--- config.mk ---
export PLATFORM = sky130hd
export DESIGN_NAME = ecr_cycle_ctrl
export DESIGN_NICKNAME = d
export VERILOG_FILES = /design/src/hw/ecr_pkg.sv /design/src/hw/ecr_ack_decode.sv /design/src/hw/ecr_cycle_ctrl.sv
export SDC_FILE = /design/constraint.sdc
export NUM_CORES = 1
export LEC_CHECK = 0
export BUFFER_PORTS_ARGS = -buffer_cell sky130_fd_sc_hd__buf_4
export CAP_MARGIN = 20
export CORE_UTILIZATION = 40
export DETAILED_ROUTE_END_ITERATION = 16
export PLACE_DENSITY = 0.83
export SLEW_MARGIN = 25
export SYNTH_ARGS = -nofsm -noshare
export SYNTH_HDL_FRONTEND = slang
export SYNTH_SLANG_ARGS = --single-unit
export TNS_END_PERCENT = 30
--- constraint.sdc ---
create_clock -name sys_clk_i -period 4.4 [get_ports sys_clk_i]
set_clock_uncertainty 0.2 [all_clocks]
set_input_delay 0.22 -clock sys_clk_i [delete_from_list [all_inputs] [get_ports sys_clk_i]]
set_output_delay 0.22 -clock sys_clk_i [all_outputs]
set_load 0.05 [all_outputs]
--- src/hw/ecr_pkg.sv ---
package ecr_pkg;

  // ----------------------------------------------------------------------
  // cycle type codes driven on the request outputs
  // ----------------------------------------------------------------------
  localparam logic [2:0] REQ_IDLE         = 3'h0;
  localparam logic [2:0] REQ_BARRIER      = 3'h1;
  localparam logic [2:0] REQ_FETCH        = 3'h2;
  localparam logic [2:0] REQ_FETCH_MODIFY = 3'h3;
  localparam logic [2:0] REQ_READ_BLOCK   = 3'h4;
  localparam logic [2:0] REQ_WRITE_BLOCK  = 3'h5;
  localparam logic [2:0] REQ_LOAD_LOCKED  = 3'h6;
  localparam logic [2:0] REQ_STORE_COND   = 3'h7;

  // ----------------------------------------------------------------------
  // acknowledge codes returned by system logic
  // ----------------------------------------------------------------------
  localparam logic [2:0] ACK_IDLE         = 3'h0;
  localparam logic [2:0] ACK_HARD_FAULT   = 3'h1;
  localparam logic [2:0] ACK_SOFT_ERROR   = 3'h2;
  localparam logic [2:0] ACK_COND_FAILED  = 3'h3;

  // ----------------------------------------------------------------------
  // widths and reset values
  // ----------------------------------------------------------------------
  localparam int         MASK_W           = 8;
  localparam logic [7:0] MASK_RST         = 8'h00;

  typedef enum logic {
    ECR_IDLE,
    ECR_BUSY
  } ecr_state_e;

endpackage

--- src/hw/ecr_ack_decode.sv ---
`timescale 1ns/100ps

// ------------------------------------------------------------------------
// acknowledge code decoder
// ------------------------------------------------------------------------
module ecr_ack_decode (
  input  wire logic [2:0] ack_code_i,
  output logic            ack_any_o,
  output logic            hard_fault_o,
  output logic            soft_error_o,
  output logic            cond_failed_o,
  output logic            ack_unknown_o
);

  always_comb begin
    hard_fault_o  = (ack_code_i == ecr_pkg::ACK_HARD_FAULT);
    soft_error_o  = (ack_code_i == ecr_pkg::ACK_SOFT_ERROR);
    cond_failed_o = (ack_code_i == ecr_pkg::ACK_COND_FAILED);
    ack_any_o     = (ack_code_i != ecr_pkg::ACK_IDLE);
    // remaining codes still end the cycle; they are reported as normal done
    ack_unknown_o = ack_code_i[2];
  end

endmodule

--- src/hw/ecr_cycle_ctrl.sv ---
`timescale 1ns/100ps

// Functional notes
// - At the start of each external cycle a 3-bit cycle type is driven.
// - Codes 0-7: idle,barrier,fetch,fetch-modify,read,write,locked,cond.
// - During write cycles an 8-bit mask marks which longwords are written.
// - During other cycles the same 8-bit field carries cache miss info.

module ecr_cycle_ctrl (
  input  wire logic       sys_clk_i,
  input  wire logic       rstn_i,
  // internal request side
  input  wire logic       cyc_valid_i,
  input  wire logic [2:0] cyc_type_i,
  input  wire logic [7:0] cyc_wmask_i,
  input  wire logic [7:0] cyc_miss_info_i,
  output logic            cyc_ready_o,
  output logic            cyc_done_o,
  output logic            cyc_hard_fault_o,
  output logic            cyc_soft_error_o,
  output logic            cyc_cond_failed_o,
  // external pins
  output logic [2:0]      cycle_type_request_o,
  output logic [7:0]      longword_write_mask_o,
  input  wire logic [2:0] cycle_acknowledge_code_i
);

  // ----------------------------------------------------------------------
  // internal signals
  // ----------------------------------------------------------------------
  ecr_pkg::ecr_state_e state_q;
  ecr_pkg::ecr_state_e state_d;
  logic [2:0]          req_q;
  logic [2:0]          req_d;
  logic [7:0]          mask_q;
  logic [7:0]          field_sel;
  logic                take;
  logic                busy;
  logic                release_cyc;
  logic                is_write;
  logic                ack_any;
  logic                ack_hard;
  logic                ack_soft;
  logic                ack_cfail;

  // ----------------------------------------------------------------------
  // acknowledge decode
  // ----------------------------------------------------------------------
  // codes above the named ones carry no fault; they still end the cycle
  ecr_ack_decode u_ack (
    .ack_code_i    (cycle_acknowledge_code_i),
    .ack_any_o     (ack_any),
    .hard_fault_o  (ack_hard),
    .soft_error_o  (ack_soft),
    .cond_failed_o (ack_cfail),
    .ack_unknown_o ()
  );

  // ----------------------------------------------------------------------
  // request acceptance
  // ----------------------------------------------------------------------
  // the idle code never opens a cycle, so it is not taken even when valid
  assign busy        = (state_q == ecr_pkg::ECR_BUSY);
  assign cyc_ready_o = (state_q == ecr_pkg::ECR_IDLE);
  assign take        = cyc_ready_o && cyc_valid_i &&
                       (cyc_type_i != ecr_pkg::REQ_IDLE);
  // an answer seen while idle belongs to no cycle and is dropped
  assign release_cyc = busy && ack_any;

  // ----------------------------------------------------------------------
  // cycle class
  // ----------------------------------------------------------------------
  always_comb begin
    is_write = 1'b0;
    case (cyc_type_i)
      ecr_pkg::REQ_WRITE_BLOCK,
      ecr_pkg::REQ_STORE_COND: begin
        is_write = 1'b1;
      end
      ecr_pkg::REQ_IDLE,
      ecr_pkg::REQ_BARRIER,
      ecr_pkg::REQ_FETCH,
      ecr_pkg::REQ_FETCH_MODIFY,
      ecr_pkg::REQ_READ_BLOCK,
      ecr_pkg::REQ_LOAD_LOCKED: begin
        is_write = 1'b0;
      end
      // unknown levels on the type fall back to the miss-info field
      default: begin
        is_write = 1'b0;
      end
    endcase
  end

  // one shared field: longword mask on writes, miss info on all else
  assign field_sel = is_write ? cyc_wmask_i : cyc_miss_info_i;

  // ----------------------------------------------------------------------
  // cycle sequencer
  // ----------------------------------------------------------------------
  // no time-out: system logic owns the end of every cycle, so a missing
  // answer stalls the requester until reset
  always_comb begin
    state_d = state_q;
    case (state_q)
      ecr_pkg::ECR_IDLE: begin
        if (take) begin
          state_d = ecr_pkg::ECR_BUSY;
        end
      end
      ecr_pkg::ECR_BUSY: begin
        if (ack_any) begin
          state_d = ecr_pkg::ECR_IDLE;
        end
      end
      default: begin
        state_d = ecr_pkg::ECR_IDLE;
      end
    endcase
  end

  always_ff @(posedge sys_clk_i) begin
    if (!rstn_i) begin
      state_q <= ecr_pkg::ECR_IDLE;
    end else begin
      state_q <= state_d;
    end
  end

  // ----------------------------------------------------------------------
  // cycle type request pins
  // ----------------------------------------------------------------------
  // the code stays put for the whole cycle so that system logic may take
  // as many clocks as it likes to decode it
  always_comb begin
    req_d = req_q;
    if (take) begin
      req_d = cyc_type_i;
    end else if (release_cyc) begin
      req_d = ecr_pkg::REQ_IDLE;
    end
  end

  always_ff @(posedge sys_clk_i) begin
    if (!rstn_i) begin
      req_q <= ecr_pkg::REQ_IDLE;
    end else begin
      req_q <= req_d;
    end
  end

  assign cycle_type_request_o = req_q;

  // ----------------------------------------------------------------------
  // longword mask pins
  // ----------------------------------------------------------------------
  // bit i belongs to longword i of the block; the field is cleared between
  // cycles so that a stale mask never stands beside the idle code, at the
  // cost of one more toggle per cycle on every set bit
  for (genvar i = 0; i < ecr_pkg::MASK_W; i++) begin : g_mask_bit
    always_ff @(posedge sys_clk_i) begin
      if (!rstn_i) begin
        mask_q[i] <= ecr_pkg::MASK_RST[i];
      end else if (take) begin
        mask_q[i] <= field_sel[i];
      end else if (release_cyc) begin
        mask_q[i] <= ecr_pkg::MASK_RST[i];
      end
    end
  end

  assign longword_write_mask_o = mask_q;

  // ----------------------------------------------------------------------
  // completion report
  // ----------------------------------------------------------------------
  // every report is a one-cycle pulse on the clock after the answer
  always_ff @(posedge sys_clk_i) begin
    if (!rstn_i) begin
      cyc_done_o <= 1'b0;
    end else begin
      cyc_done_o <= release_cyc;
    end
  end

  // ----------------------------------------------------------------------
  // fault pulses
  // ----------------------------------------------------------------------
  // only the named codes raise a flag; the rest end the cycle quietly
  always_ff @(posedge sys_clk_i) begin
    if (!rstn_i) begin
      cyc_hard_fault_o <= 1'b0;
    end else if (release_cyc) begin
      cyc_hard_fault_o <= ack_hard;
    end else begin
      cyc_hard_fault_o <= 1'b0;
    end
  end

  always_ff @(posedge sys_clk_i) begin
    if (!rstn_i) begin
      cyc_soft_error_o <= 1'b0;
    end else if (release_cyc) begin
      cyc_soft_error_o <= ack_soft;
    end else begin
      cyc_soft_error_o <= 1'b0;
    end
  end

  always_ff @(posedge sys_clk_i) begin
    if (!rstn_i) begin
      cyc_cond_failed_o <= 1'b0;
    end else if (release_cyc) begin
      cyc_cond_failed_o <= ack_cfail;
    end else begin
      cyc_cond_failed_o <= 1'b0;
    end
  end

endmodule

==> results.json, run 1 <==
{
  "synth_top_area_share": 0.428,
  "syn-instance-count": 74,
  "ctsHoldBuffers": 5,
  "cpPeakStageDelay_ps": 570,
  "die_area_mm2": 0.00205,
  "finalSetupViolCount": 0,
  "track_usage": 0.202,
  "drv_cap": 0,
  "final_hold_viol_count": 0,
  "post_cts_resized": 0,
  "cts_tree": "done",
  "grt.overflow.total": 0,
  "area_growth_pct": 50.5,
  "grt_max_degree": 14,
  "avgSynthCellArea_um2": 10.1,
  "io_buffer_count": 40,
  "wl_met1_um": 735,
  "drv_slew": 0,
  "worstPathArrival_ps": 1940,
  "rows": 15,
  "postCtsSetupBuffers": 0,
  "nets": 143,
  "ys_types": 20,
  "synthArstFlopShare": 0,
  "ys_ff_latch": 16,
  "period_minus_slack_ps": 1930,
  "slew_headroom": 0.418,
  "core-area_mm2": 0.00175,
  "drt_pass1_iterations": 4,
  "routed_via_density": 5.35,
  "crit_path_end_kind": "register",
  "top_layer": "met4",
  "yosys.area.top_type": "dfxtp_1",
  "dp.cells": 133,
  "diodes": 0,
  "die_w_um": 45.3,
  "peakVddDrop_v": 0.000225,
  "fin_ws_ps": 2470,
  "synth_edf_count": 0,
  "clk_pin_slew_worst_paths_ps": 100,
  "tightest_slew_ps": 871,
  "grt_pass1_wl_um": 2940,
  "drive_gt1_frac": 0.470,
  "synth.most_common_cell": "dfxtp_1",
  "hold_class": "in2reg",
  "vias": 760,
  "p_total_mw": 0.368,
  "holdWs_ps": 18.4,
  "die_y_um": 45.3,
  "synthFlopType": "dfxtp_1",
  "gp_congestion": 0.867,
  "fmax_mhz": 517,
  "netlist_top_cells_area": "dfxtp_1 (43%), a311oi_2 (16%), a22oi_1 (8.0%)",
  "cts_root_buffer": "clkbuf_4",
  "rsz0062_at_grt": "no",
  "seq_area_frac_synth": 0.428,
  "critPathKind": "in2reg",
  "crit_fanout": 9,
  "wl_met2_um": 1030,
  "antenna_found_initial": 0,
  "critical_path.cell_chain": "dlygate4sd3_1 -> buf_4 -> o31ai_2 -> a22oi_1 -> a311oi_2",
  "syn-cell-area_um2": 748,
  "synth_fp_nets": 99,
  "post-route-cell-area_mm2": 0.00113,
  "cp_slowest_cell": "o31ai_2",
  "h-tree-depth": 1,
  "totalWireLength_um": 1890,
  "drc": 0,
  "yosysWarnings": 0,
  "clk_path_buf_depth": 2,
  "dr_wl_met3_um": 100,
  "grt_pass1_vias": 706,
  "insertion_delay_ps": 280,
  "finalCritPeriodShare": 0.440,
  "power_per_cell_area_mw_per_mm2": 327,
  "power.leakage_nw": 0.484,
  "pre_cts_slack_ps": 2570,
  "stdcell_count": 142,
  "tns_ps": 0,
  "synthTopCellsByCount": "dfxtp_1 (16), nand2_1 (9), nand3_1 (9), a22oi_1 (8), a311oi_2 (8)",
  "drt_iter0_markers": 14,
  "critical_path_required_ps": 4400,
  "numCtsBuffers": 3,
  "hpwlAfterDp_um": 1400,
  "start_util": 0.429,
  "wl_per_cell_um": 13.3,
  "clkSinkCount": 16,
  "cp-start-kind": "primary input",
  "io-pin-count": 41,
  "status": "finished clean",
  "place_area_mm2": 0.00104,
  "ant_nets": 0,
  "fin_util": 0.645
}
## flip-flops by register name (all words and copies together) (netlist names)
signal,flops
cyc_done_o,1
longword_write_mask_o,8
cyc_hard_fault_o,1
cyc_cond_failed_o,1
cyc_soft_error_o,1
busy,1
cycle_type_request_o,3
## kinds of logic after synthesis
family | after synthesis | synth area share
flip-flops | 16 | 0.428
AO/OA/AOI/OAI | 22 | 0.328
AND/OR/NAND/NOR | 28 | 0.181
buffers and inverters | 8 | 0.0636
## per-layer routing
metal | up-vias | track usage
met5 | - | 0
met4 | 0 | 0.109
met3 | 4 | 0.0400
met2 | 31 | 0.368
met1 | 353 | 0.217
li1 | 372 | -
## layout make-up
type	instances	area, µm²
timing repair buffer	45	350
tap	25	31.3
clock buffer	4	36.3
fill	171	619
sequential	16	320
inverter	2	7.51
multi-input combinational	50	380
## cells in the final DEF (no fill, tap or decap)
cell type,count
a221oi_2,1
a22oi_1,8
a311oi_2,8
a32o_1,3
and2_4,1
buf_4,40
clkbuf_4,3
clkbuf_8,1
dfxtp_1,16
dlygate4sd3_1,5
inv_1,2
nand2_1,9
nand2b_1,1
nand3_1,9
nor2_1,3
nor2b_1,1
nor3_1,1
nor4_1,1
o21a_1,1
o31ai_2,1
or3_1,2
## final timing paths
| check | slack [ps] | startpoint | cells after the start | end |
|---|---|---|---|---|
| hold / removal | 20 | cycle_acknowledge_code_i[0] | 3 | cyc_hard_fault_o |
| setup / recovery | 2470 | cycle_acknowledge_code_i[2] | 5 | longword_write_mask_o[7] |
| hold reg to reg | 290 | cycle_type_request_o[1] | 1 | cycle_type_request_o[1] |
| setup reg to reg | 2520 | busy | 3 | longword_write_mask_o[7] |
## power by group
group / internal (mW) / total (mW) / switching (mW) / leakage, nW
registers: 0.154 / 0.160 / 0.00581 / 0.132
logic: 0.0441 / 0.110 / 0.0657 / 0.331
clock network: 0.0504 / 0.0980 / 0.0476 / 0.0210
total: 0.249 / 0.368 / 0.119 / 0.484
## critical path, delay by kind of cell
family                 cells  cell delay (ps)
buffers and inverters      2              690
AOI/OAI and AO/OA          3             1010
Power figures use the tool's default switching activity.
==> run 2, diff against run 1 <==
ABC_AREA = 1   (was default)
PLACE_DENSITY = 0.81   (was 0.83)
clock period = 1.8 ns   (was 4.4 ns; I/O delays follow)
==> run 2 against run 1 <==
  * The run now ends with negative hold slack left
  * Synthesized area grew 15%
  * Cell count grew 27%
  * Sequential share of layout area shrank 3.8 points
  * Via count grew 15%
  * Register-to-register slack lost 2100 ps
  * Routed wire length grew 19%
  * Total power grew 130%
==> results.json, run 2 <==
{
  "hold_depth": 5,
  "slew_headroom": 0.572,
  "insertion_delay_ps": 280,
  "multi_input_area_um2": 457,
  "antenna_found_initial": 0,
  "h-tree-depth": 1,
  "clk_pin_slew_worst_paths_ps": 90,
  "synthArstFlopShare": 0,
  "cp_slowest_cell": "dlygate4sd3_1",
  "synth_top_area_share": 0.373,
  "yosys.area.top_type": "dfxtp_1",
  "clkSinkCount": 16,
  "drv_cap": 0,
  "final_common_cell": "buf_4",
  "final_hold_viol_count": 1,
  "vias": 873,
  "io_buffer_count": 40,
  "diodes": 0,
  "ant_nets": 0,
  "p_total_mw": 0.834,
  "status": "finished with violations",
  "rsz0062_at_grt": "no",
  "die_w_um": 48.4,
  "hold_class": "in2reg",
  "ys_ff_latch": 16,
  "period_minus_slack_ps": 1500,
  "drv_slew": 0,
  "cts_root_buffer": "clkbuf_4",
  "cp-start-kind": "primary input",
  "grt_max_degree": 15,
  "die_y_um": 48.4,
  "ys_types": 19,
  "violations": "negative hold slack",
  "gp_congestion": 0.750,
  "critical_path_required_ps": 1810,
  "timing.rr.start": "busy",
  "track_usage": 0.209,
  "syn-cell-area_um2": 860,
  "cts_tree": "done",
  "grt_pass1_vias": 917,
  "largest_reg_flops": 8,
  "holdWs_ps": -6.21,
  "path_common_cell": "nand3_1",
  "drc": 0,
  "die_area_mm2": 0.00234,
  "finalSetupViolCount": 0,
  "avgSynthCellArea_um2": 8.43,
  "totalWireLength_um": 2250,
  "wl_per_cell_um": 12.5,
  "grt.overflow.total": 0,
  "drt_pass1_iterations": 4,
  "start_util": 0.434,
  "crit_path_end_kind": "register",
  "finalCritPeriodShare": 0.831,
  "hold_end": "longword_write_mask_o[1]",
  "critical_path.cell_chain": "dlygate4sd3_1 -> buf_4 -> inv_1 -> nand3_1 -> nand2_2 -> nand3_1 -> a21oi_1",
  "hp-start": "cyc_wmask_i[1]",
  "seq_area_um2": 320,
  "post_cts_resized": 0,
  "power.leakage_nw": 0.587,
  "rows": 16,
  "synth_fp_nets": 127,
  "n_fill_cell": 153,
  "tns_ps": 0,
  "worst-r2r-cell-count": 4,
  "core-area_mm2": 0.00198,
  "crit_fanout": 13,
  "seq_area_frac_synth": 0.373,
  "r2r_slack_ps": 390,
  "io-pin-count": 41,
  "final_cell_mix": "buf_4 (40), nand2_1 (22), nand3_1 (19)",
  "drive_gt1_frac": 0.451,
  "synth.most_common_cell": "nand2_1",
  "clk_path_buf_depth": 2,
  "worstPathArrival_ps": 1510,
  "cpPeakStageDelay_ps": 550,
  "tightest_slew_ps": 641,
  "synth_edf_count": 0,
  "power_per_cell_area_mw_per_mm2": 642,
  "drt_iter0_markers": 15,
  "peakVddDrop_v": 0.000329,
  "fmax_mhz": 669,
  "synthFlopType": "dfxtp_1",
  "area_growth_pct": 51.2,
  "nets": 180,
  "postCtsSetupBuffers": 0,
  "syn-instance-count": 102,
  "yosysWarnings": 0,
  "grt_pass1_wl_um": 3860,
  "synthTopCellsByCount": "nand2_1 (22), nand3_1 (19), dfxtp_1 (16), a21oi_2 (9), nand3_2 (9)",
  "routed_via_density": 4.85,
  "numCtsBuffers": 3,
  "rr_endpoint": "longword_write_mask_o[1]",
  "fin_util": 0.656,
  "critPathKind": "in2reg",
  "netlist_top_cells_area": "dfxtp_1 (37%), nand3_1 (11%), nand3_2 (10%)"
}
run 2: cell types whose count changed after synthesis, moves of 4 or more:
cell	change
a22oi_1	-8
inv_1	+4
nand2_1	+13
nand3_2	+9
a21oi_2	+9
nand3_1	+10
a311oi_2	-8
run 2: worst max-delay path by stage:
stage | cells past startpoint | startpoint | endpoint
4_1_cts | 6 | cycle_acknowledge_code_i[2] | cyc_hard_fault_o
5_1_grt | 8 | cycle_acknowledge_code_i[2] | cyc_soft_error_o
2_1_floorplan | 5 | busy | cycle_type_request_o[0]
6_report | 7 | cycle_acknowledge_code_i[1] | longword_write_mask_o[1]
3_5_place_dp | 4 | busy | longword_write_mask_o[1]
3_3_place_gp | 4 | busy | longword_write_mask_o[1]
run 2: worst max-delay path, delay by kind of cell:
kind                   cells  cell delay [ps]
AO/OA/AOI/OAI              1              140
AND/OR/NAND/NOR            3              510
buffers and inverters      3              760
run 2: metrics by stage:
stage               std cells  worst slack [ps]  instance area (µm²)
finish                    180               305                 1300
global route              180               189                 1300
CTS                       181               146                 1310
detailed placement        163               416                 1140
global placement          163               487                 1140
floorplan                 102               668                  860
run 2: cells by family after synthesis:
family,synth area share
DFF,0.373
buffers and inverters,0.0961
and+or+nand+nor,0.422
AOI/OAI and AO/OA,0.109
run 2: what timing repair did:
action                                  CTS  global route
hold buffers                             15             0
endpoints found under the setup margin    0             1
hold endpoints to repair                 15             0
run 2: layer usage:
| layer | vias up | track usage | routed length [µm] | part of all wire |
|---|---|---|---|---|
| li1 | 442 | - | - | - |
| met1 | 409 | 0.234 | 927 | 0.41 |
| met2 | 20 | 0.401 | 1250 | 0.56 |
| met3 | 2 | 0.0189 | 54 | 0.024 |
| met4 | 0 | 0.0833 | 16 | 0.0071 |
| met5 | - | 0 | 0 | 0 |
run 2: where the power goes:
part / switching (mW) / internal [mW]
sequential: 0.0135 / 0.372
combinational: 0.158 / 0.109
clock: 0.104 / 0.0775
total: 0.276 / 0.559
run 2: final cells by class:
| cell class | instances | share of cell area |
|---|---|---|
| repair buffers | 54 | 0.339 |
| flip-flops and latches | 16 | 0.246 |
| multi-input cells | 73 | 0.351 |
| clock buffers | 3 | 0.0173 |
| inverters | 7 | 0.0202 |
| well taps | 27 | 0.0260 |
==> run 3, diff against run 2 <==
ABC_AREA = 0   (was 1)
PLACE_DENSITY = 0.83   (was 0.81)
clock period = 1.5 ns   (was 1.8 ns; I/O delays follow)
==> run 3 against run 2 <==
  * The flow still finishes with violations (negative hold slack)
  * Sequential cell count did not move
  * Cell area rose by 2.8%
  * Sequential power rose by 21%
  * Critical path type is now reg2reg
  * Largest power group unchanged
==> results.json, run 3 (same netlist as run 1, synthesis figures left out) <==
{
  "status": "finished with violations",
  "violations": "negative hold slack",
  "io_buffer_count": 40,
  "drv_slew": 0,
  "routed_via_density": 5.29,
  "worstPathArrival_ps": 1410,
  "area_growth_pct": 78.6,
  "hold_class": "in2reg",
  "hpwlAfterDp_um": 1500,
  "largest_reg_flops": 8,
  "wl_per_cell_um": 14.7,
  "h-tree-depth": 1,
  "drt_iter0_markers": 22,
  "finalSetupViolCount": 0,
  "cpPeakStageDelay_ps": 320,
  "crit_path_end_kind": "register",
  "drv_cap": 0,
  "fin_ws_ps": 92.7,
  "clk_path_buf_depth": 2,
  "grt_pass1_wl_um": 3710,
  "tightest_slew_ps": 667,
  "cp-start-kind": "register",
  "die_area_mm2": 0.00205,
  "numCtsBuffers": 3,
  "rsz0062_at_grt": "no",
  "cts_tree": "done",
  "grt_pass1_vias": 847,
  "clk_pin_slew_worst_paths_ps": 90,
  "place_area_mm2": 0.00108,
  "stdcell_count": 164,
  "nets": 165,
  "pre_cts_slack_ps": -71.7,
  "diodes": 0,
  "antenna_found_initial": 0,
  "rows": 15,
  "cp_slowest_cell": "dfxtp_1",
  "power.leakage_nw": 0.576,
  "critical_path.cell_chain": "buf_4 -> o31ai_2 -> a22oi_1 -> a311oi_2",
  "totalWireLength_um": 2400,
  "drt_pass1_iterations": 4,
  "gp_congestion": 0.845,
  "core-area_mm2": 0.00175,
  "fmax_mhz": 711,
  "crit_fanout": 9,
  "holdWs_ps": -232,
  "r2r_slack_ps": 90,
  "final_common_cell": "buf_4",
  "finalCritPeriodShare": 0.938,
  "peakVddDrop_v": 0.000454,
  "fin_util": 0.766,
  "vias": 868,
  "critical_path_required_ps": 1510,
  "grt_max_degree": 14,
  "die_w_um": 45.3,
  "final_cell_mix": "buf_4 (46), dlygate4sd3_1 (21), dfxtp_1 (16)",
  "clkSinkCount": 16,
  "die_y_um": 45.3,
  "critPathKind": "reg2reg",
  "slew_headroom": 0.553,
  "start_util": 0.429,
  "track_usage": 0.265,
  "period_minus_slack_ps": 1410,
  "cts_root_buffer": "clkbuf_4",
  "power_per_cell_area_mw_per_mm2": 849,
  "final_hold_viol_count": 4,
  "drc": 0,
  "post-route-cell-area_mm2": 0.00134,
  "drive_gt1_frac": 0.446,
  "insertion_delay_ps": 290,
  "dp.cells": 139,
  "grt.overflow.total": 0,
  "io-pin-count": 41,
  "ant_nets": 0,
  "p_total_mw": 1.13
}
-- run 3: critical path, delay by kind of cell, from the launching register on --
kind | cells | cell delay (ps)
buf+inv | 1 | 150
compound gates | 3 | 650
flops | 1 | 320
-- run 3: power by group --
group          switching [mW]  leakage, nW  internal [mW]
Clock                   0.139       0.0210          0.148
Sequential             0.0151        0.132          0.452
Combinational           0.211        0.424          0.169
-- run 3: final timing paths --
kind                                                   from                       end  cells past startpoint
worst max-delay path                                   busy  longword_write_mask_o[5]                      4
worst min-delay path            cycle_acknowledge_code_i[0]          cyc_soft_error_o                      2
worst max register to register                         busy  longword_write_mask_o[5]                      4
worst min register to register      cycle_type_request_o[0]   cycle_type_request_o[0]                      1
-- run 3: cell type report --
cell class              count  area (µm²)
repair buffers             67         556
fillers                   118         409
multi-input cells          50         385
flip-flops and latches     16         320
clock buffers               4        36.3
well taps                  25        31.3
inverters                   2        7.51
-- run 3: layer usage --
metal,vias to the layer above,GRT usage,share of wire
li1,414,-,-
met1,411,0.287,0.36
met2,37,0.487,0.57
met3,6,0.0280,0.044
met4,0,0.158,0.028
met5,-,0,0
-- run 3: timing repair --
| item | in CTS | in global routing |
|---|---|---|
| hold buffers | 21 | 1 |
| hold endpoints to repair | 16 | 4 |
| endpoints found under the setup margin | 0 | 2 |
| setup buffers | 0 | 0 |
| resized for setup | 0 | 1 |
-- run 3: stage by stage --
step                      setup TNS (ps)  hold WS (ps)
final                                  0          -232
after global routing                   0          -234
after CTS                              0          -242
after detailed placement            -224          72.6
after global placement                 0          73.2
after floorplan                        0         -48.2
